===== config.mk =====
export PLATFORM = sky130hd
export DESIGN_NAME = ifeb_intc
export DESIGN_NICKNAME = d
export VERILOG_FILES = /design/src/design/ifeb_pkg.sv /design/src/design/ifeb_arb_if.sv /design/src/design/ifeb_intc.sv /design/src/design/ifeb_edge_detect.sv /design/src/design/ifeb_prio_arb.sv
export SDC_FILE = /design/constraint.sdc
export NUM_CORES = 1
export LEC_CHECK = 0
export ABC_AREA = 1
export BUFFER_PORTS_ARGS = -buffer_cell sky130_fd_sc_hd__buf_2
export CORE_MARGIN = 1
export CORE_UTILIZATION = 33
export CTS_BUF_LIST = sky130_fd_sc_hd__clkbuf_8 sky130_fd_sc_hd__clkbuf_16
export DETAILED_ROUTE_END_ITERATION = 6
export HOLD_SLACK_MARGIN = 0.06
export SLEW_MARGIN = 20
export SYNTH_ARGS = -nofsm -noshare
export SYNTH_HDL_FRONTEND = slang
export SYNTH_HIERARCHICAL = 1
export SYNTH_SLANG_ARGS = --single-unit

===== constraint.sdc =====
create_clock -name ref_clk -period 76.5 [get_ports ref_clk]
set_clock_uncertainty 0.15 [all_clocks]
set_input_delay 15.3 -clock ref_clk [delete_from_list [all_inputs] [get_ports ref_clk]]
set_output_delay 15.3 -clock ref_clk [all_outputs]
set_load 0.005 [all_outputs]

===== src/design/ifeb_pkg.sv =====
package ifeb_pkg;

	// Widths and counts
	localparam int ADDR_W        = 12;
	localparam int DATA_W        = 32;
	localparam int REG_W         = 16;
	localparam int NUM_BANKS     = 4;
	localparam int NUM_SRC       = NUM_BANKS * REG_W;
	localparam int SRC_IDX_W     = 6;
	localparam int PRIO_W        = 3;
	localparam int NUM_PRIO_REGS = 16;
	localparam int NUM_EXT       = 3;

	// Register byte offsets; banks 0..3 hold flag/enable registers 0, 1, 3 and 4
	localparam logic [ADDR_W-1:0] OFF_FLAG0     = 12'h000;
	localparam logic [ADDR_W-1:0] OFF_FLAG1     = 12'h004;
	localparam logic [ADDR_W-1:0] OFF_FLAG3     = 12'h00c;
	localparam logic [ADDR_W-1:0] OFF_FLAG4     = 12'h010;
	localparam logic [ADDR_W-1:0] OFF_ENABLE0   = 12'h020;
	localparam logic [ADDR_W-1:0] OFF_ENABLE1   = 12'h024;
	localparam logic [ADDR_W-1:0] OFF_ENABLE3   = 12'h02c;
	localparam logic [ADDR_W-1:0] OFF_ENABLE4   = 12'h030;
	localparam logic [ADDR_W-1:0] OFF_POLARITY  = 12'h040;
	localparam logic [ADDR_W-1:0] OFF_PRIO_BASE = 12'h080;

	// Flag register 0 bit positions
	localparam int ADC_DONE_BIT    = 13;
	localparam int SERIAL_TX_BIT   = 12;
	localparam int SERIAL_RX_BIT   = 11;
	localparam int SPI_EVENT_BIT   = 10;
	localparam int SPI_FAULT_BIT   = 9;
	localparam int TIMER_THREE_BIT = 8;
	localparam int TIMER_TWO_BIT   = 7;
	localparam int COMPARE_TWO_BIT = 6;
	localparam int CAPTURE_TWO_BIT = 5;
	localparam int TIMER_ONE_BIT   = 3;
	localparam int COMPARE_ONE_BIT = 2;
	localparam int CAPTURE_ONE_BIT = 1;
	localparam int EXT_ZERO_BIT    = 0;
	// Flag register 1 bit positions
	localparam int EXT_TWO_BIT       = 13;
	localparam int CAPTURE_EIGHT_BIT = 7;
	localparam int CAPTURE_SEVEN_BIT = 6;
	localparam int EXT_ONE_BIT       = 4;
	localparam int CHANGE_NOTIFY_BIT = 3;
	localparam int I2C_MASTER_BIT    = 1;
	localparam int I2C_SLAVE_BIT     = 0;
	// Flag register 3 bit positions
	localparam int PWM_ONE_FAULT_BIT = 15;
	localparam int ENCODER_EVENT_BIT = 10;
	localparam int PWM_ONE_ERROR_BIT = 9;
	// Flag register 4 bit positions
	localparam int PWM_TWO_FAULT_BIT = 10;
	localparam int PWM_TWO_ERROR_BIT = 9;
	localparam int SERIAL_ERROR_BIT  = 1;

	// Banks that carry the external pin flags
	localparam int EXT_ZERO_BANK = 0;
	localparam int EXT_ONE_BANK  = 1;
	localparam int EXT_TWO_BANK  = 1;

	// Polarity register bit positions
	localparam int EXT_ZERO_POL_BIT = 0;
	localparam int EXT_ONE_POL_BIT  = 1;
	localparam int EXT_TWO_POL_BIT  = 2;

	// Implemented-bit masks, built from the positions above
	localparam logic [REG_W-1:0] IMPL_MASK0 = REG_W'((1 << ADC_DONE_BIT) | (1 << SERIAL_TX_BIT)
		| (1 << SERIAL_RX_BIT) | (1 << SPI_EVENT_BIT) | (1 << SPI_FAULT_BIT) | (1 << TIMER_THREE_BIT)
		| (1 << TIMER_TWO_BIT) | (1 << COMPARE_TWO_BIT) | (1 << CAPTURE_TWO_BIT) | (1 << TIMER_ONE_BIT)
		| (1 << COMPARE_ONE_BIT) | (1 << CAPTURE_ONE_BIT) | (1 << EXT_ZERO_BIT));
	localparam logic [REG_W-1:0] IMPL_MASK1 = REG_W'((1 << EXT_TWO_BIT) | (1 << CAPTURE_EIGHT_BIT)
		| (1 << CAPTURE_SEVEN_BIT) | (1 << EXT_ONE_BIT) | (1 << CHANGE_NOTIFY_BIT)
		| (1 << I2C_MASTER_BIT) | (1 << I2C_SLAVE_BIT));
	localparam logic [REG_W-1:0] IMPL_MASK3 = REG_W'((1 << PWM_ONE_FAULT_BIT) | (1 << ENCODER_EVENT_BIT)
		| (1 << PWM_ONE_ERROR_BIT));
	localparam logic [REG_W-1:0] IMPL_MASK4 = REG_W'((1 << PWM_TWO_FAULT_BIT) | (1 << PWM_TWO_ERROR_BIT)
		| (1 << SERIAL_ERROR_BIT));
	localparam logic [NUM_BANKS-1:0][REG_W-1:0] IMPL_MASK = {IMPL_MASK4, IMPL_MASK3, IMPL_MASK1, IMPL_MASK0};

	// Reset values
	localparam logic [REG_W-1:0]  FLAG_RESET     = 16'h0000;
	localparam logic [REG_W-1:0]  ENABLE_RESET   = 16'h0000;
	localparam logic [NUM_EXT-1:0] POL_RESET     = 3'h0;
	localparam logic [PRIO_W-1:0] PRIO_RESET     = 3'h4;
	localparam logic [PRIO_W-1:0] PRIO_DISABLED  = 3'h0;

	// Bus slave states
	typedef enum logic [0:0]
	{
		BUS_IDLE    = 1'b0,
		BUS_RESPOND = 1'b1
	} ifeb_bus_state_t;

endpackage


===== src/design/ifeb_arb_if.sv =====
`timescale 1ns/100ps
`default_nettype none

interface ifeb_arb_if;
	import ifeb_pkg::*;

	logic [NUM_SRC-1:0]    pending;
	logic [PRIO_W-1:0]     level [NUM_SRC];
	logic                  found;
	logic [SRC_IDX_W-1:0]  winner;
	logic [PRIO_W-1:0]     winLevel;

	modport requester (output pending, output level, input found, input winner, input winLevel);
	modport arbiter   (input pending, input level, output found, output winner, output winLevel);

endinterface

`default_nettype wire


===== src/design/ifeb_intc.sv =====
// Functional notes
// - Unimplemented flag and enable bits ignore writes and read back zero.
// - Implemented flag and enable bits are software read/write and reset to zero.
// - A flag reads one once its source requested, zero otherwise.
// - An enable of one passes its source's request on; zero blocks it.
// - Flag register 0 high byte: ADC done bit 13 down to timer three bit 8.
// - Flag register 0 low byte: timer two bit 7 to ext pin zero bit 0, bit 4 empty.
// - Flag register 1 holds ext pin two, captures 8/7, ext pin one, change, I2C.
// - Flag register 3: PWM one fault bit 15, encoder bit 10, PWM one error bit 9.
// - Flag register 4: PWM two fault bit 10, PWM two error bit 9, serial error bit 1.
// - Enable register 0 mirrors flag register 0 layout; bits 15-14 and 4 empty.
// - Three-bit priority per source; 111 highest, 000 disables the source.
// - External pin flags set on falling edge when polarity is one, else rising.
//
// The APB slave port and the placing of the registers were left to the implementer.
`timescale 1ns/100ps
`default_nettype none

module ifeb_intc
	import ifeb_pkg::*;
(
	// Clock and reset
	input  wire logic                            ref_clk,
	input  wire logic                            reset_n,
	// APB slave
	input  wire logic                            psel,
	input  wire logic                            penable,
	input  wire logic                            pwrite,
	input  wire logic [ADDR_W-1:0]               paddr,
	input  wire logic [DATA_W-1:0]               pwdata,
	input  wire logic [3:0]                      pstrb,
	output logic      [DATA_W-1:0]               prdata,
	output logic                                 pready,
	output logic                                 pslverr,
	// Peripheral request pulses, banks in order of flag registers 0, 1, 3, 4
	input  wire logic [NUM_BANKS-1:0][REG_W-1:0] periphReq,
	// External interrupt pins
	input  wire logic [NUM_EXT-1:0]              extPin,
	// Processor side
	output logic                                 irq,
	output logic      [SRC_IDX_W-1:0]            irqSource,
	output logic      [PRIO_W-1:0]               irqLevel
);

	////////////////////////////////////////////////////////////////////////////////
	// State

	ifeb_bus_state_t                 busState;
	ifeb_bus_state_t                 next_busState;
	logic [NUM_BANKS-1:0][REG_W-1:0] flag;
	logic [NUM_BANKS-1:0][REG_W-1:0] next_flag;
	logic [NUM_BANKS-1:0][REG_W-1:0] enable;
	logic [NUM_BANKS-1:0][REG_W-1:0] next_enable;
	logic [NUM_EXT-1:0]              polarity;
	logic [NUM_EXT-1:0]              next_polarity;
	logic [PRIO_W-1:0]               prio      [NUM_SRC];
	logic [PRIO_W-1:0]               next_prio [NUM_SRC];
	logic [DATA_W-1:0]               next_prdata;
	logic                            next_pready;
	logic                            next_pslverr;
	logic                            next_irq;
	logic [SRC_IDX_W-1:0]            next_irqSource;
	logic [PRIO_W-1:0]               next_irqLevel;

	// Decode and event wires
	logic                            flagHit;
	logic                            enableHit;
	logic                            polHit;
	logic                            prioHit;
	logic                            anyHit;
	logic [1:0]                      bank;
	logic [3:0]                      prioReg;
	logic                            wrFire;
	logic [REG_W-1:0]                laneMask;
	logic [REG_W-1:0]                wrData;
	logic [NUM_EXT-1:0]              extPulse;
	logic [NUM_BANKS-1:0][REG_W-1:0] event_;
	localparam logic [NUM_SRC-1:0]   IMPL_FLAT = IMPL_MASK;

	ifeb_arb_if arb ();

	////////////////////////////////////////////////////////////////////////////////
	// Address decode; anything not listed is unmapped and answers with an error

	always_comb
	begin
		flagHit   = 1'b0;
		enableHit = 1'b0;
		polHit    = 1'b0;
		prioHit   = 1'b0;
		bank      = 2'h0;
		prioReg   = paddr[5:2];
		case (paddr)
			OFF_FLAG0:    begin flagHit = 1'b1;   bank = 2'h0; end
			OFF_FLAG1:    begin flagHit = 1'b1;   bank = 2'h1; end
			OFF_FLAG3:    begin flagHit = 1'b1;   bank = 2'h2; end
			OFF_FLAG4:    begin flagHit = 1'b1;   bank = 2'h3; end
			OFF_ENABLE0:  begin enableHit = 1'b1; bank = 2'h0; end
			OFF_ENABLE1:  begin enableHit = 1'b1; bank = 2'h1; end
			OFF_ENABLE3:  begin enableHit = 1'b1; bank = 2'h2; end
			OFF_ENABLE4:  begin enableHit = 1'b1; bank = 2'h3; end
			OFF_POLARITY: polHit = 1'b1;
			default:      prioHit = (paddr[ADDR_W-1:6] == OFF_PRIO_BASE[ADDR_W-1:6]) && (paddr[1:0] == 2'h0);
		endcase
		anyHit = flagHit | enableHit | polHit | prioHit;
	end

	// A write lands only at the edge where the answer is given
	assign wrFire   = (busState == BUS_RESPOND) & psel & penable & pwrite & anyHit;
	assign laneMask = {{8{pstrb[1]}}, {8{pstrb[0]}}};
	assign wrData   = pwdata[REG_W-1:0];

	////////////////////////////////////////////////////////////////////////////////
	// Bus slave: one wait state, then pready with data registered alongside

	always_comb
	begin
		next_busState = BUS_IDLE;
		next_pready   = 1'b0;
		next_pslverr  = 1'b0;
		next_prdata   = '0;
		case (busState)
			BUS_IDLE:
			begin
				if (psel && penable)
				begin
					next_busState = BUS_RESPOND;
					next_pready   = 1'b1;
					next_pslverr  = ~anyHit;
					if (!pwrite && flagHit)
						next_prdata = DATA_W'(flag[bank] & IMPL_MASK[bank]);
					else if (!pwrite && enableHit)
						next_prdata = DATA_W'(enable[bank] & IMPL_MASK[bank]);
					else if (!pwrite && polHit)
						next_prdata = DATA_W'(polarity);
					else if (!pwrite && prioHit)
					begin
						for (int k = 0; k < 4; k++)
							next_prdata[4*k +: PRIO_W] = prio[{prioReg, 2'(k)}];
					end
				end
			end
			BUS_RESPOND:
				next_busState = BUS_IDLE;
			default:
				next_busState = BUS_IDLE;
		endcase
	end

	always_ff @(posedge ref_clk or negedge reset_n)
	begin
		if (!reset_n)
		begin
			busState <= BUS_IDLE;
			pready   <= 1'b0;
			pslverr  <= 1'b0;
			prdata   <= '0;
		end
		else
		begin
			busState <= next_busState;
			pready   <= next_pready;
			pslverr  <= next_pslverr;
			prdata   <= next_prdata;
		end
	end

	////////////////////////////////////////////////////////////////////////////////
	// External pins: one edge detector each, edge chosen by its polarity bit

	ifeb_edge_detect uExtZero
	(
		.ref_clk     (ref_clk),
		.reset_n     (reset_n),
		.pinLevel    (extPin[0]),
		.fallingEdge (polarity[EXT_ZERO_POL_BIT]),
		.edgePulse   (extPulse[0])
	);

	ifeb_edge_detect uExtOne
	(
		.ref_clk     (ref_clk),
		.reset_n     (reset_n),
		.pinLevel    (extPin[1]),
		.fallingEdge (polarity[EXT_ONE_POL_BIT]),
		.edgePulse   (extPulse[1])
	);

	ifeb_edge_detect uExtTwo
	(
		.ref_clk     (ref_clk),
		.reset_n     (reset_n),
		.pinLevel    (extPin[2]),
		.fallingEdge (polarity[EXT_TWO_POL_BIT]),
		.edgePulse   (extPulse[2])
	);

	// Gather peripheral pulses and pin edges into per-bank events
	always_comb
	begin
		event_ = periphReq;
		event_[EXT_ZERO_BANK][EXT_ZERO_BIT] = periphReq[EXT_ZERO_BANK][EXT_ZERO_BIT] | extPulse[0];
		event_[EXT_ONE_BANK][EXT_ONE_BIT]   = periphReq[EXT_ONE_BANK][EXT_ONE_BIT] | extPulse[1];
		event_[EXT_TWO_BANK][EXT_TWO_BIT]   = periphReq[EXT_TWO_BANK][EXT_TWO_BIT] | extPulse[2];
	end

	////////////////////////////////////////////////////////////////////////////////
	// Flags, enables and polarity; an event in the cycle of a clearing write still sets the flag

	always_comb
	begin
		next_flag     = flag;
		next_enable   = enable;
		next_polarity = polarity;
		for (int b = 0; b < NUM_BANKS; b++)
		begin
			if (wrFire && flagHit && (bank == 2'(b)))
				next_flag[b] = (flag[b] & ~laneMask) | (wrData & laneMask);
			if (wrFire && enableHit && (bank == 2'(b)))
				next_enable[b] = (enable[b] & ~laneMask) | (wrData & laneMask);
			// Masks place every flag at its documented bit and drop unused positions
			next_flag[b]   = (next_flag[b] | event_[b]) & IMPL_MASK[b];
			next_enable[b] = next_enable[b] & IMPL_MASK[b];
		end
		if (wrFire && polHit && pstrb[0])
			next_polarity = wrData[NUM_EXT-1:0];
	end

	always_ff @(posedge ref_clk or negedge reset_n)
	begin
		if (!reset_n)
		begin
			for (int b = 0; b < NUM_BANKS; b++)
			begin
				flag[b]   <= FLAG_RESET;
				enable[b] <= ENABLE_RESET;
			end
			polarity <= POL_RESET;
		end
		else
		begin
			flag     <= next_flag;
			enable   <= next_enable;
			polarity <= next_polarity;
		end
	end

	////////////////////////////////////////////////////////////////////////////////
	// Priority fields, four per register in bits 2:0, 6:4, 10:8, 14:12

	always_comb
	begin
		for (int i = 0; i < NUM_SRC; i++)
			next_prio[i] = prio[i];
		if (wrFire && prioHit)
		begin
			for (int k = 0; k < 4; k++)
			begin
				// Fields of absent sources stay zero so they read back as zero
				if (((k < 2) ? pstrb[0] : pstrb[1]) && IMPL_FLAT[{prioReg, 2'(k)}])
					next_prio[{prioReg, 2'(k)}] = wrData[4*k +: PRIO_W];
			end
		end
	end

	always_ff @(posedge ref_clk or negedge reset_n)
	begin
		if (!reset_n)
		begin
			for (int i = 0; i < NUM_SRC; i++)
				prio[i] <= IMPL_FLAT[i] ? PRIO_RESET : PRIO_DISABLED; // Constant per source, safe in async reset
		end
		else
		begin
			for (int i = 0; i < NUM_SRC; i++)
				prio[i] <= next_prio[i];
		end
	end

	////////////////////////////////////////////////////////////////////////////////
	// Request selection toward the processor

	always_comb
	begin
		arb.pending = flag & enable;
		for (int i = 0; i < NUM_SRC; i++)
			arb.level[i] = prio[i];
	end

	ifeb_prio_arb uArb
	(
		.arb (arb.arbiter)
	);

	// A source at level zero never wins, so it cannot raise irq
	always_comb
	begin
		next_irq       = arb.found;
		next_irqSource = arb.winner;
		next_irqLevel  = arb.winLevel;
	end

	always_ff @(posedge ref_clk or negedge reset_n)
	begin
		if (!reset_n)
		begin
			irq       <= 1'b0;
			irqSource <= '0;
			irqLevel  <= PRIO_DISABLED;
		end
		else
		begin
			irq       <= next_irq;
			irqSource <= next_irqSource;
			irqLevel  <= next_irqLevel;
		end
	end

endmodule

`default_nettype wire


===== src/design/ifeb_edge_detect.sv =====
`timescale 1ns/100ps
`default_nettype none

module ifeb_edge_detect
	import ifeb_pkg::*;
(
	// Clock and reset
	input  wire logic ref_clk,
	input  wire logic reset_n,
	// Pin and edge choice
	input  wire logic pinLevel,
	input  wire logic fallingEdge,
	// Result
	output logic      edgePulse
);

	logic prevLevel;
	logic primed;
	logic next_prevLevel;
	logic next_primed;

	////////////////////////////////////////////////////////////////////////////////
	// Edge compare; the first sample after reset only primes, so a pin already high is no edge
	always_comb
	begin
		next_prevLevel = pinLevel;
		next_primed    = 1'b1;
		if (!primed)
			edgePulse = 1'b0;
		else if (fallingEdge)
			edgePulse = prevLevel & ~pinLevel;
		else
			edgePulse = ~prevLevel & pinLevel;
	end

	always_ff @(posedge ref_clk or negedge reset_n)
	begin
		if (!reset_n)
		begin
			prevLevel <= 1'b0;
			primed    <= 1'b0;
		end
		else
		begin
			prevLevel <= next_prevLevel;
			primed    <= next_primed;
		end
	end

endmodule

`default_nettype wire


===== src/design/ifeb_prio_arb.sv =====
`timescale 1ns/100ps
`default_nettype none

module ifeb_prio_arb
	import ifeb_pkg::*;
(
	// Requests in, winner out
	ifeb_arb_if.arbiter arb
);

	////////////////////////////////////////////////////////////////////////////////
	// Highest level wins; strict compare keeps the lowest index on ties and never picks level zero
	always_comb
	begin
		arb.found    = 1'b0;
		arb.winner   = '0;
		arb.winLevel = PRIO_DISABLED;
		for (int i = 0; i < NUM_SRC; i++)
		begin
			if (arb.pending[i] && (arb.level[i] > arb.winLevel))
			begin
				arb.found    = 1'b1;
				arb.winner   = SRC_IDX_W'(i);
				arb.winLevel = arb.level[i];
			end
		end
	end

endmodule

`default_nettype wire


Word-level counts from Yosys, hierarchy flattened:

Memory sizes are Yosys's and may differ from the RTL's.
Cells that the tools add are included.

* $lt $le $gt $ge: 77
* equality and inequality tests: 12
* mux-type cells: 264
* bitwise gates (word level): 53
* reduce and logical (&&, ||, !) cells: 101

Operators with widths (count)
* $mux W192: 7
* $bwmux W192: 4
* $mux W3: 88
* $mux W6: 32
* $gt A3 B3 Y1: 63
* $mux W16: 8
* $bmux W16 S2: 3
* $logic_and A1 B1 Y1: 86
* $or A14 B14 Y14: 6
* $mux W1: 83
* $and A16 B16 Y16: 5
* $mux W5: 16
* $bmux W3 S6: 4
* $demux W3 S6: 4
* $and A59 B59 Y59: 1
* $and A14 B14 Y14: 4
* $eq A12 B6 Y1 const B: 4
* $or A16 B16 Y16: 3
* $or A11 B11 Y11: 3
* $mux W4: 8
* $ge A7 B7 Y1 const B: 4
* $lt A6 B7 Y1 const B: 4
* $lt A7 B1 Y1 const B: 4
* $mux W14: 2
* other kinds (26): 61

* register bits after elaboration: 296
* memory bits (read-only): 64
* input bits: 120
* output and inout bits: 44
* memories kept: 4

Memory list
* (no name shown): depth 16, bits a word 1, read ports 1, clocked after memory_dff 0, write ports 0, line ifeb_intc.sv:260 `if (((k < 2) ? pstrb[0] : pstrb[1]) && IMPL_FLAT[{prioReg, 2'(k)}])`
* (no name shown): depth 16, bits a word 1, read ports 1, clocked after memory_dff 0, write ports 0, line ifeb_intc.sv:260
* (no name shown): depth 16, bits a word 1, read ports 1, clocked after memory_dff 0, write ports 0, line ifeb_intc.sv:260
* (no name shown): depth 16, bits a word 1, read ports 1, clocked after memory_dff 0, write ports 0, line ifeb_intc.sv:260

Longest topological paths before layout:

Gate-level depths: netlist of run 1.

* word-level depth: 192
* gate-level depth with buffers: 480
* mapped depth without buffers: 480

Modules after synthesis:

Netlist of run 1, hierarchy kept.

Modules (own cells, without submodules)
* ifeb_intc: instances 1, cells each 1752, area each 13892.1 um^2, seq. area each 6914.1 um^2
* ifeb_prio_arb: instances 1, cells each 1321, area each 7238.2 um^2, seq. area each 0.0 um^2
* ifeb_edge_detect: instances 3, cells each 11, area each 83.8 um^2, seq. area each 50.0 um^2

Worst setup path before layout of run 1:

No wires, ideal clock.

* path type: register to register
* start: reg prio, in the netlist arb.level[191]
* end: reg irqLevel[0]
* setup time: 0.064 ns
* data arrival time: 31.047 ns
* data required time: 76.286 ns
* setup slack: 45.239 ns
* cell stages (with the launch flop): 256
* path through: dfstp_2 -> nor2_1 -> nand2_1 -> nand2_1 -> nor2_1 -> inv_1 -> ha_1 -> nand3_1 -> nand2_1 -> inv_2 -> nand2_4 -> nand2_1 -> o21ai_0 -> ha_1 -> nor2_1 -> or2_2 -> nand3_1 -> nand3_2 -> (+220 left out) -> inv_1 -> nand2_2 -> nand2_2 -> o21ai_1 -> ha_1 -> o32ai_1 -> inv_1 -> nand2_2 -> nand2_2 -> o21ai_0 -> nand2_1 -> o21ai_0 -> nand2_1 -> o21ai_1 -> nand2_2 -> nand3_1 -> nand3_1 -> nand2_1

* cells in the longest elaborated chain, start to end: 192

Ends and longest elaborated chain
* from (decl): line ifeb_intc.sv:56 `logic [PRIO_W-1:0] prio [NUM_SRC];`
* from (signal, indexed assignment): line ifeb_intc.sv:271 `prio[i] <= IMPL_FLAT[i] ? PRIO_RESET : PRIO_DISABLED;`
* from (signal, indexed assignment): line ifeb_intc.sv:276 `prio[i] <= next_prio[i];`
* $gt A3 B1 Y1: line ifeb_prio_arb.sv:20 `if (arb.pending[i] && (arb.level[i] > arb.winLevel))`
* $logic_and A1 B1 Y1: line ifeb_prio_arb.sv:20
* $mux W3 (*): line ifeb_prio_arb.sv:20
* $gt A3 B3 Y1: line ifeb_prio_arb.sv:20
* $logic_and A1 B1 Y1: line ifeb_prio_arb.sv:20
* $mux W3 (*): line ifeb_prio_arb.sv:20
* $gt A3 B3 Y1: line ifeb_prio_arb.sv:20
* $logic_and A1 B1 Y1: line ifeb_prio_arb.sv:20
* (+177 left out)
* $mux W3 (*): line ifeb_prio_arb.sv:20
* $gt A3 B3 Y1: line ifeb_prio_arb.sv:20
* $logic_and A1 B1 Y1: line ifeb_prio_arb.sv:20
* $mux W3 (*): line ifeb_prio_arb.sv:20
* $gt A3 B3 Y1: line ifeb_prio_arb.sv:20
* $logic_and A1 B1 Y1: line ifeb_prio_arb.sv:20
* $mux W3 (*): line ifeb_prio_arb.sv:20
* named net arb.winLevel[0]: line ifeb_arb_if.sv:11 `logic [PRIO_W-1:0] winLevel;`
* to (signal assigned): line ifeb_intc.sv:315 `irqLevel <= next_irqLevel;`
* to (decl): line ifeb_intc.sv:42 `output logic [PRIO_W-1:0] irqLevel`

Mark *: on every way through the listed nets, which the timed path passes. The rest lies on a longest branch.
A chain may end at the register's enable or synchronous reset.

Final worst setup path of run 1:

* start: reg flag[0] (netlist name)
* end: reg irq

* cells in the longest elaborated chain, start to end: 192
* elaborated cells on any way between the ends: 255
* those cells by class: order compare: 63; mux: 127; bitwise: 1; reduce/logical: 64

Ends and longest elaborated chain
* from (decl): line ifeb_intc.sv:50 `logic [NUM_BANKS-1:0][REG_W-1:0] flag;`
* from (signal assigned): line ifeb_intc.sv:242 `flag <= next_flag;`
* $and A59 B59 Y59 (*): line ifeb_intc.sv:285 `arb.pending = flag & enable;`
* named net arb.pending[0]: line ifeb_arb_if.sv:7 `logic [NUM_SRC-1:0] pending;`
* $logic_and A1 B1 Y1 (*): line ifeb_prio_arb.sv:20
* $mux W3: line ifeb_prio_arb.sv:20
* $gt A3 B3 Y1: line ifeb_prio_arb.sv:20
* $logic_and A1 B1 Y1: line ifeb_prio_arb.sv:20
* $mux W3: line ifeb_prio_arb.sv:20
* $gt A3 B3 Y1: line ifeb_prio_arb.sv:20
* (+178 left out)
* $mux W3: line ifeb_prio_arb.sv:20
* $gt A3 B3 Y1: line ifeb_prio_arb.sv:20
* $logic_and A1 B1 Y1: line ifeb_prio_arb.sv:20
* $mux W3: line ifeb_prio_arb.sv:20
* $gt A3 B3 Y1: line ifeb_prio_arb.sv:20
* $logic_and A1 B1 Y1: line ifeb_prio_arb.sv:20
* $mux W1 (*): line ifeb_prio_arb.sv:20
* named net arb.found: line ifeb_arb_if.sv:9 `logic found;`
* to (signal assigned): line ifeb_intc.sv:313 `irq <= next_irq;`
* to (decl): line ifeb_intc.sv:40 `output logic irq,`

Marked as above.

==> impl_results.md, run 1 <==
- Slew at the pin with the worst max-slew slack: 1.16 ns
- Crit path DAT: 36.56 ns
- Final Hold Viols: 0
- Cell taking the most area after synthesis: sky130_fd_sc_hd__dfrtp_1
- Starting Density: 0.337
- Type of the setup path with the least slack: flop to flop
- Number of placed I/O pins: 164
- Hold_ws: 0.250 ns
- Total setup violations reported at the end of the flow: 0
- Top area cells in the synthesized netlist: sky130_fd_sc_hd__dfrtp_1 (30%), sky130_fd_sc_hd__nand2_1 (14%), sky130_fd_sc_hd__nand3_1 (7.3%), sky130_fd_sc_hd__inv_1 (7.0%), sky130_fd_sc_hd__o21ai_0 (5.8%)
- Net total in the final layout: 3410
- Ratio of final minimum period to clock period: 0.474
- Number of detailed-route iterations in the first pass: 5
- Met2 usage: 0.333
- Timing endpoint of the critical path: irq$_DFF_PN0_
- Clock tree root driver cell: sky130_fd_sc_hd__clkbuf_16
- Proportion of layout cells with a drive suffix above 1: 0.152
- First-pass GRT wire length: 110000 microns
- Slowest stage cell, crit path: sky130_fd_sc_hd__nor2_1
- Cell count after placement: 4025
- Vias post-DR: 20.5k
- Postcts setup bufs: 0
- Core region area: 0.0635 sq mm
- Most numerous cell in the Yosys netlist: sky130_fd_sc_hd__nand2_1
- Number of warning messages in the yosys log: 6
- Number of instances resized during post-cts repair: 0
- Later-pin clock latency in the skew report: 0.57 ns
- Portion of the post-synthesis area used by sequential elements: 0.330
- Unrepaired setup endpoints after global routing: false
- Worst setup slack after layout: 40.20 ns
- Synth Cell Area: 0.0214 sq mm
- Post-layout power: 0.000353 W
- Maximum root-to-sink buffer count: 3
- Status: finished clean
- Remaining max-slew budget at the tightest pin: 0.229
- Number of antenna repair diodes: 0
- Leak Pwr: 12.0 nW
- TritonCTS clock tree: built
- Number of fillers in the final layout: 6807
- Mean number of vias per cell: 5.00
- Synth Register Bits: 281
- Routability Congestion: 0.915
- PD cells: 14.7 mW/mm^2
- Congestion Overflow GR: 0
- Total number of H-tree levels: 2
- Number of sinks driven by the clock tree: 281
- Count of standard-cell rows: 92
- Overall routing resource usage: 0.214
- Area share of the largest cell type after synthesis: 0.298
- Clock buffer count from CTS: 36
- Detailed-route DRC error count: 0
- Die Height: 257 microns
- Minimum period implied by the final worst setup slack: 36.30 ns
- FF-to-FF End: irq$_DFF_PN0_
- Die outline area: 0.0658 sq mm
- Max Clk Rate: 27.6 MHz
- Number of cells produced by synthesis: 3106
- Largest net degree at the start of global routing: 76
- Horizontal extent of the die: 257 microns
- Sort of element at the start of the critical path: flop
- Hold_buf cts: 0
- Highest-utilization routing layer at the global route stage: met2
- Clock Pin Slew Worst Setup and Hold Paths: 0.06 ns
- Non-filler cells in the finished layout: 4091
- Met1 track demand over resource: 0.297
- Setup total negative slack: 0 ns
- Detail-routed net length per standard cell: 17.3 microns
- Port Buffer Count: 91
- Endpoint type of the worst setup path: flop
- Async S/R FF share, synth: 1.00
- Via count of the first global-routing pass: 19.3k
- Setup Slack @ Placement: 40.49 ns
- DRC marker count from the first detailed-route iteration: 1589
- Global-route track usage on met3: 0.0340
- Number of max-cap violations: 0
- Area overhead of the layout relative to synthesis: 12.1%
- Number of antenna violations at the first check in global routing: 1
- Avg Synthesized Cell Area: 6.88 sq um
- Post-route antenna net violation count: 0
- Hold/Removal Path Class: flop to flop
- Number of cells on the worst reg-to-reg path: 252
- Crit Path Max Fanout: 6
- Number of unique standard cell types used by synthesis: 58
- Required time reported for the critical path endpoint: 76.76 ns
- Peak ir drop on the vdd network: 0.0126 mV
- Setup slack of the most critical reg-to-reg path: 40.20 ns
- Startpoint of the worst register-to-register path: flag[0]$_DFF_PN0_
- DRT Wirelength: 70600 microns
- Final count of pins violating max slew: 0
- Number of flops mapped to enable cells by yosys: 0
- Worst setup startpoint: flag[0]$_DFF_PN0_
- Primary flip-flop cell chosen by synthesis mapping: sky130_fd_sc_hd__dfrtp_1
- CP max stage delay: 0.44 ns
- Dpl hpwl: 52100 microns
- Most frequent cells after synthesis: sky130_fd_sc_hd__nand2_1 (807), sky130_fd_sc_hd__inv_1 (397), sky130_fd_sc_hd__nand3_1 (313)
registers in the layout, summed over array words and instances, names as in the netlist, 3 cells and up, named ones only:
register	count
arb.level	192
flag	26
prdata	16
irqSource	6
irqLevel	3
polarity	3
worst max-delay path: cells and delay by family, from the launching register on:
family	cells	cell delay, ns
AO/OA/AOI/OAI	77	12.89
adder cells (fa/ha/maj)	25	6.94
buffers and inverters	28	3.02
flip-flops	1	0.38
AND/OR/NAND/NOR	122	12.73
how the worst min path moves through the flow:
stage	startpoint	slack, ns	endpoint	depth (start not counted)
2_1_floorplan	arb.level[12]$_DFFE_PN0P_	0.30	arb.level[12]$_DFFE_PN0P_	1
5_1_grt	arb.level[45]$_DFFE_PN0P_	0.26	arb.level[45]$_DFFE_PN0P_	0
4_1_cts	arb.level[24]$_DFFE_PN0P_	0.25	arb.level[24]$_DFFE_PN0P_	0
3_3_place_gp	arb.level[21]$_DFFE_PN0P_	0.24	arb.level[21]$_DFFE_PN0P_	0
6_report	arb.level[24]$_DFFE_PN0P_	0.25	arb.level[24]$_DFFE_PN0P_	0
3_5_place_dp	arb.level[36]$_DFFE_PN0P_	0.24	arb.level[36]$_DFFE_PN0P_	0
where the power goes:
part	total, W	internal, W	switching, W
clock	0.000177	0.000105	0.0000728
combinational	0.0000263	0.00000536	0.0000209
sequential	0.000149	0.000149	0.0000000933
total	0.000353	0.000259	0.0000938
per-stage QoR:
stage          area, sq um  utilization
3_5_place_dp         22800        0.358
3_3_place_gp         22800        0.358
5_1_grt              24000        0.377
6_report             24000        0.377
2_1_floorplan        21700            -
4_1_cts              24000        0.377
cells by family after synthesis:
logic type,count (synthesis),share of synthesized area
adder cells (fa/ha/maj),73,0.0427
buffers and inverters,556,0.110
AND/OR/NAND/NOR,1613,0.362
other,4,0.000702
flip-flops,281,0.330
AO/OA/AOI/OAI,579,0.154
layer usage:
metal,up-vias,share of wire
li1,10300,-
met1,9452,0.46
met2,601,0.44
met3,140,0.062
met4,2,0.039
met5,-,0.00020
area by class of cell:
cell class | count | area, sq um | share of cell area
timing repair buffer | 105 | 573 | 0.0239
inverter | 432 | 1740 | 0.0725
tap | 846 | 1060 | 0.0442
sequential | 281 | 7060 | 0.295
clock buffer | 43 | 1010 | 0.0421
clock inverter | 23 | 206 | 0.00861
multi-input combinational | 2361 | 12300 | 0.514
cell usage in the layout (no fill, tap or decap), drive strengths merged, types with 3 or more instances in the layout:
cell type	synthesis	layout
dfstp	26	26
nor4	16	16
nand3b	9	9
or2	13	13
bufinv	8	11
o32ai	32	32
dfrtp	255	255
o21ai	296	296
and2	3	3
o31ai	3	3
ha	73	73
nor2	156	156
nand4	45	45
clkinv	3	8
o21a	68	68
clkbuf	75	43
a21oi	145	145
nand3	329	329
inv	421	434
nand2	1005	1005
a22oi	3	3
buf	49	105
o22ai	4	4
conb	4	96
nor3	35	35
a21boi	16	16
o211ai	3	3
Power figures use the tool's default switching activity.
==> inputs of run 2 (changes only) <==
clock period = 30.1 ns   (was 76.5 ns; I/O delays follow)
==> impl_results.md, run 2 (same netlist as run 1, synthesis figures left out) <==
- TritonCTS clock tree: built
- Logic gate share of total power: 0.078
- Detail-routed net length per standard cell: 17.2 microns
- Later-pin clock latency in the skew report: 0.56 ns
- Number of cells on the worst reg-to-reg path: 255
- Internal power contribution: 0.000628 W
- Area used by sequential logic in the layout: 0.00706 sq mm
- Hold Path Origin: arb.level[24]$_DFFE_PN0P_
- Unrepaired setup endpoints after global routing: true
- Post-route antenna net violation count: 0
- Share of total power in the clock network: 0.483
- Net total in the final layout: 3602
- Die Height: 257 microns
- Detailed-route DRC error count: 0
- Total number of H-tree levels: 2
- Required time reported for the critical path endpoint: 30.34 ns
- Proportion of layout cells with a drive suffix above 1: 0.242
- Mean number of vias per cell: 5.02
- Status: complete, but fails checks
- Port Buffer Count: 91
- Post-layout power: 0.000863 W
- Number of max-cap violations: 0
- Crit Path Max Fanout: 4
- Number of sinks driven by the clock tree: 281
- Congestion Overflow GR: 0
- Final Instance Area: 0.0264 sq mm
- FF-to-FF End: irq$_DFF_PN0_
- Maximum root-to-sink buffer count: 3
- Max Clk Rate: 32.4 MHz
- Leading cell types in the layout, fill and taps excluded: sky130_fd_sc_hd__nand2_1 (785), sky130_fd_sc_hd__inv_1 (399), sky130_fd_sc_hd__nand3_1 (300)
- Net switching power: 0.000234 W
- Clock Pin Slew Worst Setup and Hold Paths: 0.06 ns
- Worst setup slack after layout: -0.750 ns
- Sort of element at the start of the critical path: flop
- Peak ir drop on the vdd network: 0.0455 mV
- Area overhead of the layout relative to synthesis: 23.3%
- Leak Pwr: 13.3 nW
- Final Hold Viols: 0
- Hold/Removal Path Class: flop to flop
- Number of placed I/O pins: 164
- Total setup violations reported at the end of the flow: 9
- Violated checks: setup timing
- Minimum period implied by the final worst setup slack: 30.85 ns
- Area after detailed placement: 0.0239 sq mm
- Ratio of final minimum period to clock period: 1.02
- Total area of multi-input combinational cells: 0.0134 sq mm
- Startpoint of the worst register-to-register path: arb.level[191]$_DFFE_PN1P_
- Number of fillers in the final layout: 6663
- Most common library cell in the layout ignoring fill and taps: sky130_fd_sc_hd__nand2_1
- Routability Congestion: 0.891
- CP max stage delay: 0.54 ns
- PD cells: 32.7 mW/mm^2
- Horizontal extent of the die: 257 microns
- Setup slack of the most critical reg-to-reg path: -0.75 ns
- Number of antenna violations at the first check in global routing: 3
- Type of the setup path with the least slack: flop to flop
- Hold_buf cts: 0
- Number of flip-flops under the largest register name: 192
- Sequential cell fraction of total power: 0.439
- Overall routing resource usage: 0.220
- Crit path DAT: 31.09 ns
- Final count of pins violating max slew: 0
- Slew at the pin with the worst max-slew slack: 1.17 ns
- Core region area: 0.0635 sq mm
- Vias post-DR: 21.5k
- DRC marker count from the first detailed-route iteration: 1754
- Count of standard-cell rows: 92
- Sum of buffers and inverters on the critical path: 28
- Most common cell on crit path: sky130_fd_sc_hd__o21ai_2
- Clock tree root driver cell: sky130_fd_sc_hd__clkbuf_16
- Die outline area: 0.0658 sq mm
- Largest net degree at the start of global routing: 111
- Cell class contributing the biggest share of worst-path delay: simple AND/OR/NAND/NOR gates
- Remaining max-slew budget at the tightest pin: 0.218
- Setup Slack @ Placement: -2.71 ns
- Starting Density: 0.337
- Dpl hpwl: 53200 microns
- WHS Endpoint: arb.level[24]$_DFFE_PN0P_
- Switching power as a share of total power: 0.271
- Endpoint type of the worst setup path: flop
- Clock buffer count from CTS: 35
- First-pass GRT wire length: 114000 microns
- Cell depth of the worst min-delay path: 0
- Via count of the first global-routing pass: 20.0k
- Slowest stage cell, crit path: sky130_fd_sc_hd__dfstp_2
- DRT Wirelength: 73600 microns
- Number of detailed-route iterations in the first pass: 6
run 2: metal layers:
metal	vias up	track usage	wire length, microns
met5	-	0	0
met4	0	0.0658	2340
met3	127	0.0252	4880
met2	720	0.353	33500
met1	9988	0.308	32900
li1	10600	-	-
run 2: worst register-to-register path, delay by kind of cell (launching register included):
family | cells | cell delay [ns]
and+or+nand+nor | 125 | 11.41
AOI/OAI and AO/OA | 77 | 9.44
adders and majority gates | 25 | 6.55
buffers and inverters | 28 | 2.68
DFF | 1 | 0.54
run 2: how the worst max path moves through the flow:
| stage | depth (start not counted) | slack (ns) | start | end |
|---|---|---|---|---|
| CTS | 261 | -1.34 | arb.level[191]$_DFFE_PN1P_ | irq$_DFF_PN0_ |
| finish | 255 | -0.75 | arb.level[191]$_DFFE_PN1P_ | irq$_DFF_PN0_ |
| global placement | 258 | -2.37 | flag[0]$_DFF_PN0_ | irq$_DFF_PN0_ |
| floorplan | 262 | 0.006 | arb.level[191]$_DFFE_PN1P_ | irqLevel[0]$_DFF_PN0_ |
| global route | 257 | -2.77 | arb.level[191]$_DFFE_PN1P_ | irqLevel[0]$_DFF_PN0_ |
| detailed placement | 258 | -2.71 | flag[0]$_DFF_PN0_ | irq$_DFF_PN0_ |
run 2: what timing repair did:
| item | in CTS | in global routing |
|---|---|---|
| gates resized for setup | 51 | 140 |
| setup buffers | 10 | 43 |
| pin swaps | 31 | 158 |
| endpoints found under the setup margin | 9 | 9 |
run 2: area by class of cell:
cell class                 count  share of cell area
clock buffer                  40              0.0363
inverter                     432              0.0659
tap                          846              0.0401
antenna                        2            0.000190
timing repair buffer         298              0.0775
sequential                   281               0.268
multi-input combinational   2361               0.507
clock inverter                23             0.00555
run 2: stage by stage:
step / util / std cells / hold slack [ns] / setup TNS, ns
final: 0.415 / 4283 / 0.248 / -5.05
after floorplan: - / 3198 / 0.300 / 0
after CTS: 0.399 / 4238 / 0.254 / -9.90
after global routing: 0.415 / 4282 / 0.259 / -22.97
after global placement: 0.376 / 4165 / 0.239 / -18.86
after detailed placement: 0.376 / 4165 / 0.239 / -21.69
run 2: power groups by stage:
| stage | logic, W | registers (W) | clock network (W) |
|---|---|---|---|
| floorplan | 0.0000344 | 0.000386 | 0 |
| global placement | 0.0000654 | 0.000386 | 0 |
| detailed placement | 0.0000655 | 0.000386 | 0 |
| CTS | 0.0000657 | 0.000379 | 0.000424 |
| global route | 0.0000727 | 0.000379 | 0.000438 |
| finish | 0.0000670 | 0.000379 | 0.000417 |
==> inputs of run 3 (changes only) <==
CORE_ASPECT_RATIO = 0.7   (was not set)
==> impl_results.md, run 3 (same netlist as run 1, synthesis figures left out) <==
- Status: complete, but fails checks
- Violated checks: setup timing
- Maximum root-to-sink buffer count: 3
- Dpl hpwl: 55500 microns
- Endpoint type of the worst setup path: flop
- Most common library cell in the layout ignoring fill and taps: sky130_fd_sc_hd__nand2_1
- Leading cell types in the layout, fill and taps excluded: sky130_fd_sc_hd__nand2_1 (783), sky130_fd_sc_hd__inv_1 (390), sky130_fd_sc_hd__nand3_1 (301)
- Max Clk Rate: 32.4 MHz
- Worst setup slack after layout: -0.794 ns
- Type of the setup path with the least slack: flop to flop
- TritonCTS clock tree: built
- Detailed-route DRC error count: 0
- Final core utilization: 0.418
- Number of sinks driven by the clock tree: 281
- Die Height: 215 microns
- Starting Density: 0.336
- Minimum period implied by the final worst setup slack: 30.89 ns
- Unrepaired setup endpoints after global routing: true
- Slew at the pin with the worst max-slew slack: 1.18 ns
- Number of antenna violations at the first check in global routing: 2
- Routability Congestion: 0.943
- Total setup violations reported at the end of the flow: 9
- Number of fillers in the final layout: 6581
- Horizontal extent of the die: 306 microns
- Crit path DAT: 31.20 ns
- Ratio of final minimum period to clock period: 1.03
- First-pass GRT wire length: 114000 microns
- Clock tree root driver cell: sky130_fd_sc_hd__clkbuf_16
- DRC marker count from the first detailed-route iteration: 2171
- Die outline area: 0.0658 sq mm
- Number of flip-flops under the largest register name: 192
- Area overhead of the layout relative to synthesis: 24.4%
- Post-route antenna net violation count: 0
- CP max stage delay: 0.54 ns
- Peak ir drop on the vdd network: 0.0388 mV
- Mean number of vias per cell: 5.08
- PD cells: 33.5 mW/mm^2
- Sort of element at the start of the critical path: flop
- Post-layout power: 0.000891 W
- Largest net degree at the start of global routing: 144
- Detail-routed net length per standard cell: 17.6 microns
- Total number of H-tree levels: 1
- Core region area: 0.0636 sq mm
- Number of max-cap violations: 0
- Number of placed I/O pins: 164
- Port Buffer Count: 91
- Clock buffer count from CTS: 28
- Leak Pwr: 13.5 nW
- Congestion Overflow GR: 0
- Number of detailed-route iterations in the first pass: 5
- Slowest stage cell, crit path: sky130_fd_sc_hd__dfstp_2
- Final count of pins violating max slew: 0
- Crit Path Max Fanout: 4
- Vias post-DR: 21.7k
- Clock Pin Slew Worst Setup and Hold Paths: 0.07 ns
- DRT Wirelength: 75400 microns
- Count of standard-cell rows: 77
- Proportion of layout cells with a drive suffix above 1: 0.249
- Required time reported for the critical path endpoint: 30.41 ns
- Net total in the final layout: 3622
- Later-pin clock latency in the skew report: 0.59 ns
- Most common cell on crit path: sky130_fd_sc_hd__o21ai_2
- Remaining max-slew budget at the tightest pin: 0.215
- Hold/Removal Path Class: flop to flop
- Via count of the first global-routing pass: 19.5k
- Overall routing resource usage: 0.221
- Final Hold Viols: 0
[run 3: changes by cell type in the layout (fill, tap and decap cells not counted), sizes merged]
cell / previous run / this run
diode: 2 / 1
bufinv: 9 / 19
clkbuf: 40 / 31
buf: 298 / 325
clkinv: 11 / 9
inv: 434 / 424
[run 3: layer usage]
layer / global-route usage / part of all wire / vias to the layer above
met5: 0 / 0.00017 / -
met4: 0.0415 / 0.017 / 2
met3: 0.0629 / 0.098 / 75
met2: 0.304 / 0.40 / 788
met1: 0.338 / 0.49 / 10200
li1: - / - / 10700
[run 3: path summary, 6_finish.rpt]
check | startpoint | to | slack (ns) | cells past startpoint
max | arb.level[191]$_DFFE_PN1P_ | irqSource[3]$_DFF_PN0_ | -0.79 | 255
min | arb.level[45]$_DFFE_PN0P_ | arb.level[45]$_DFFE_PN0P_ | 0.25 | 0
max reg2reg | arb.level[191]$_DFFE_PN1P_ | irqSource[3]$_DFF_PN0_ | -0.79 | 255
min reg2reg | arb.level[45]$_DFFE_PN0P_ | arb.level[45]$_DFFE_PN0P_ | 0.25 | 0
max in group asynchronous | reset_n | flag[7]$_DFF_PN0_ | 22.52 | 3
min in group asynchronous | reset_n | arb.level[82]$_DFFE_PN0P_ | 5.27 | 1
[run 3: cell type report]
cell class / count / area, sq um / share of cell area
Clock inverter: 21 / 390 / 0.0147
Tap cell: 829 / 1040 / 0.0390
Antenna cell: 1 / 2.50 / 0.0000941
Timing Repair Buffer: 325 / 2240 / 0.0842
Clock buffer: 31 / 753 / 0.0283
Inverter: 432 / 1740 / 0.0653
Multi-Input combinational cell: 2361 / 13400 / 0.503
Sequential cell: 281 / 7060 / 0.266
[run 3: repair_timing]
item                       CTS  global route
buffers inserted            17            49
resized for setup           54           139
hold buffers                 0             0
pin swaps                   41           165
setup endpoints to repair    9             9
[run 3: metrics by stage]
step	cells	setup TNS [ns]	cell area [sq um]	hold WS, ns	worst slack [ns]
final	4281	-6.12	26600	0.253	-0.794
after detailed placement	4162	-23.18	24000	0.239	-2.79
after global placement	4162	-21.17	24000	0.239	-2.56
after global routing	4281	-22.43	26600	0.275	-2.68
after CTS	4231	-10.69	25500	0.254	-1.33
after floorplan	3198	0	21800	0.300	0.00624
[run 3: power by group]
group	switching, W	internal (W)	leakage, nW
registers	0.000000214	0.000378	3.68
clock network	0.000170	0.000274	0.567
logic	0.0000542	0.0000140	9.25
[run 3: critical path: cells and delay by family, from the launching register on]
| family | cells | cell delay [ns] |
|---|---|---|
| and+or+nand+nor | 119 | 10.41 |
| DFF | 1 | 0.54 |
| buffers and inverters | 34 | 3.62 |
| adders and majority gates | 24 | 6.02 |
| AOI/OAI and AO/OA | 78 | 9.91 |
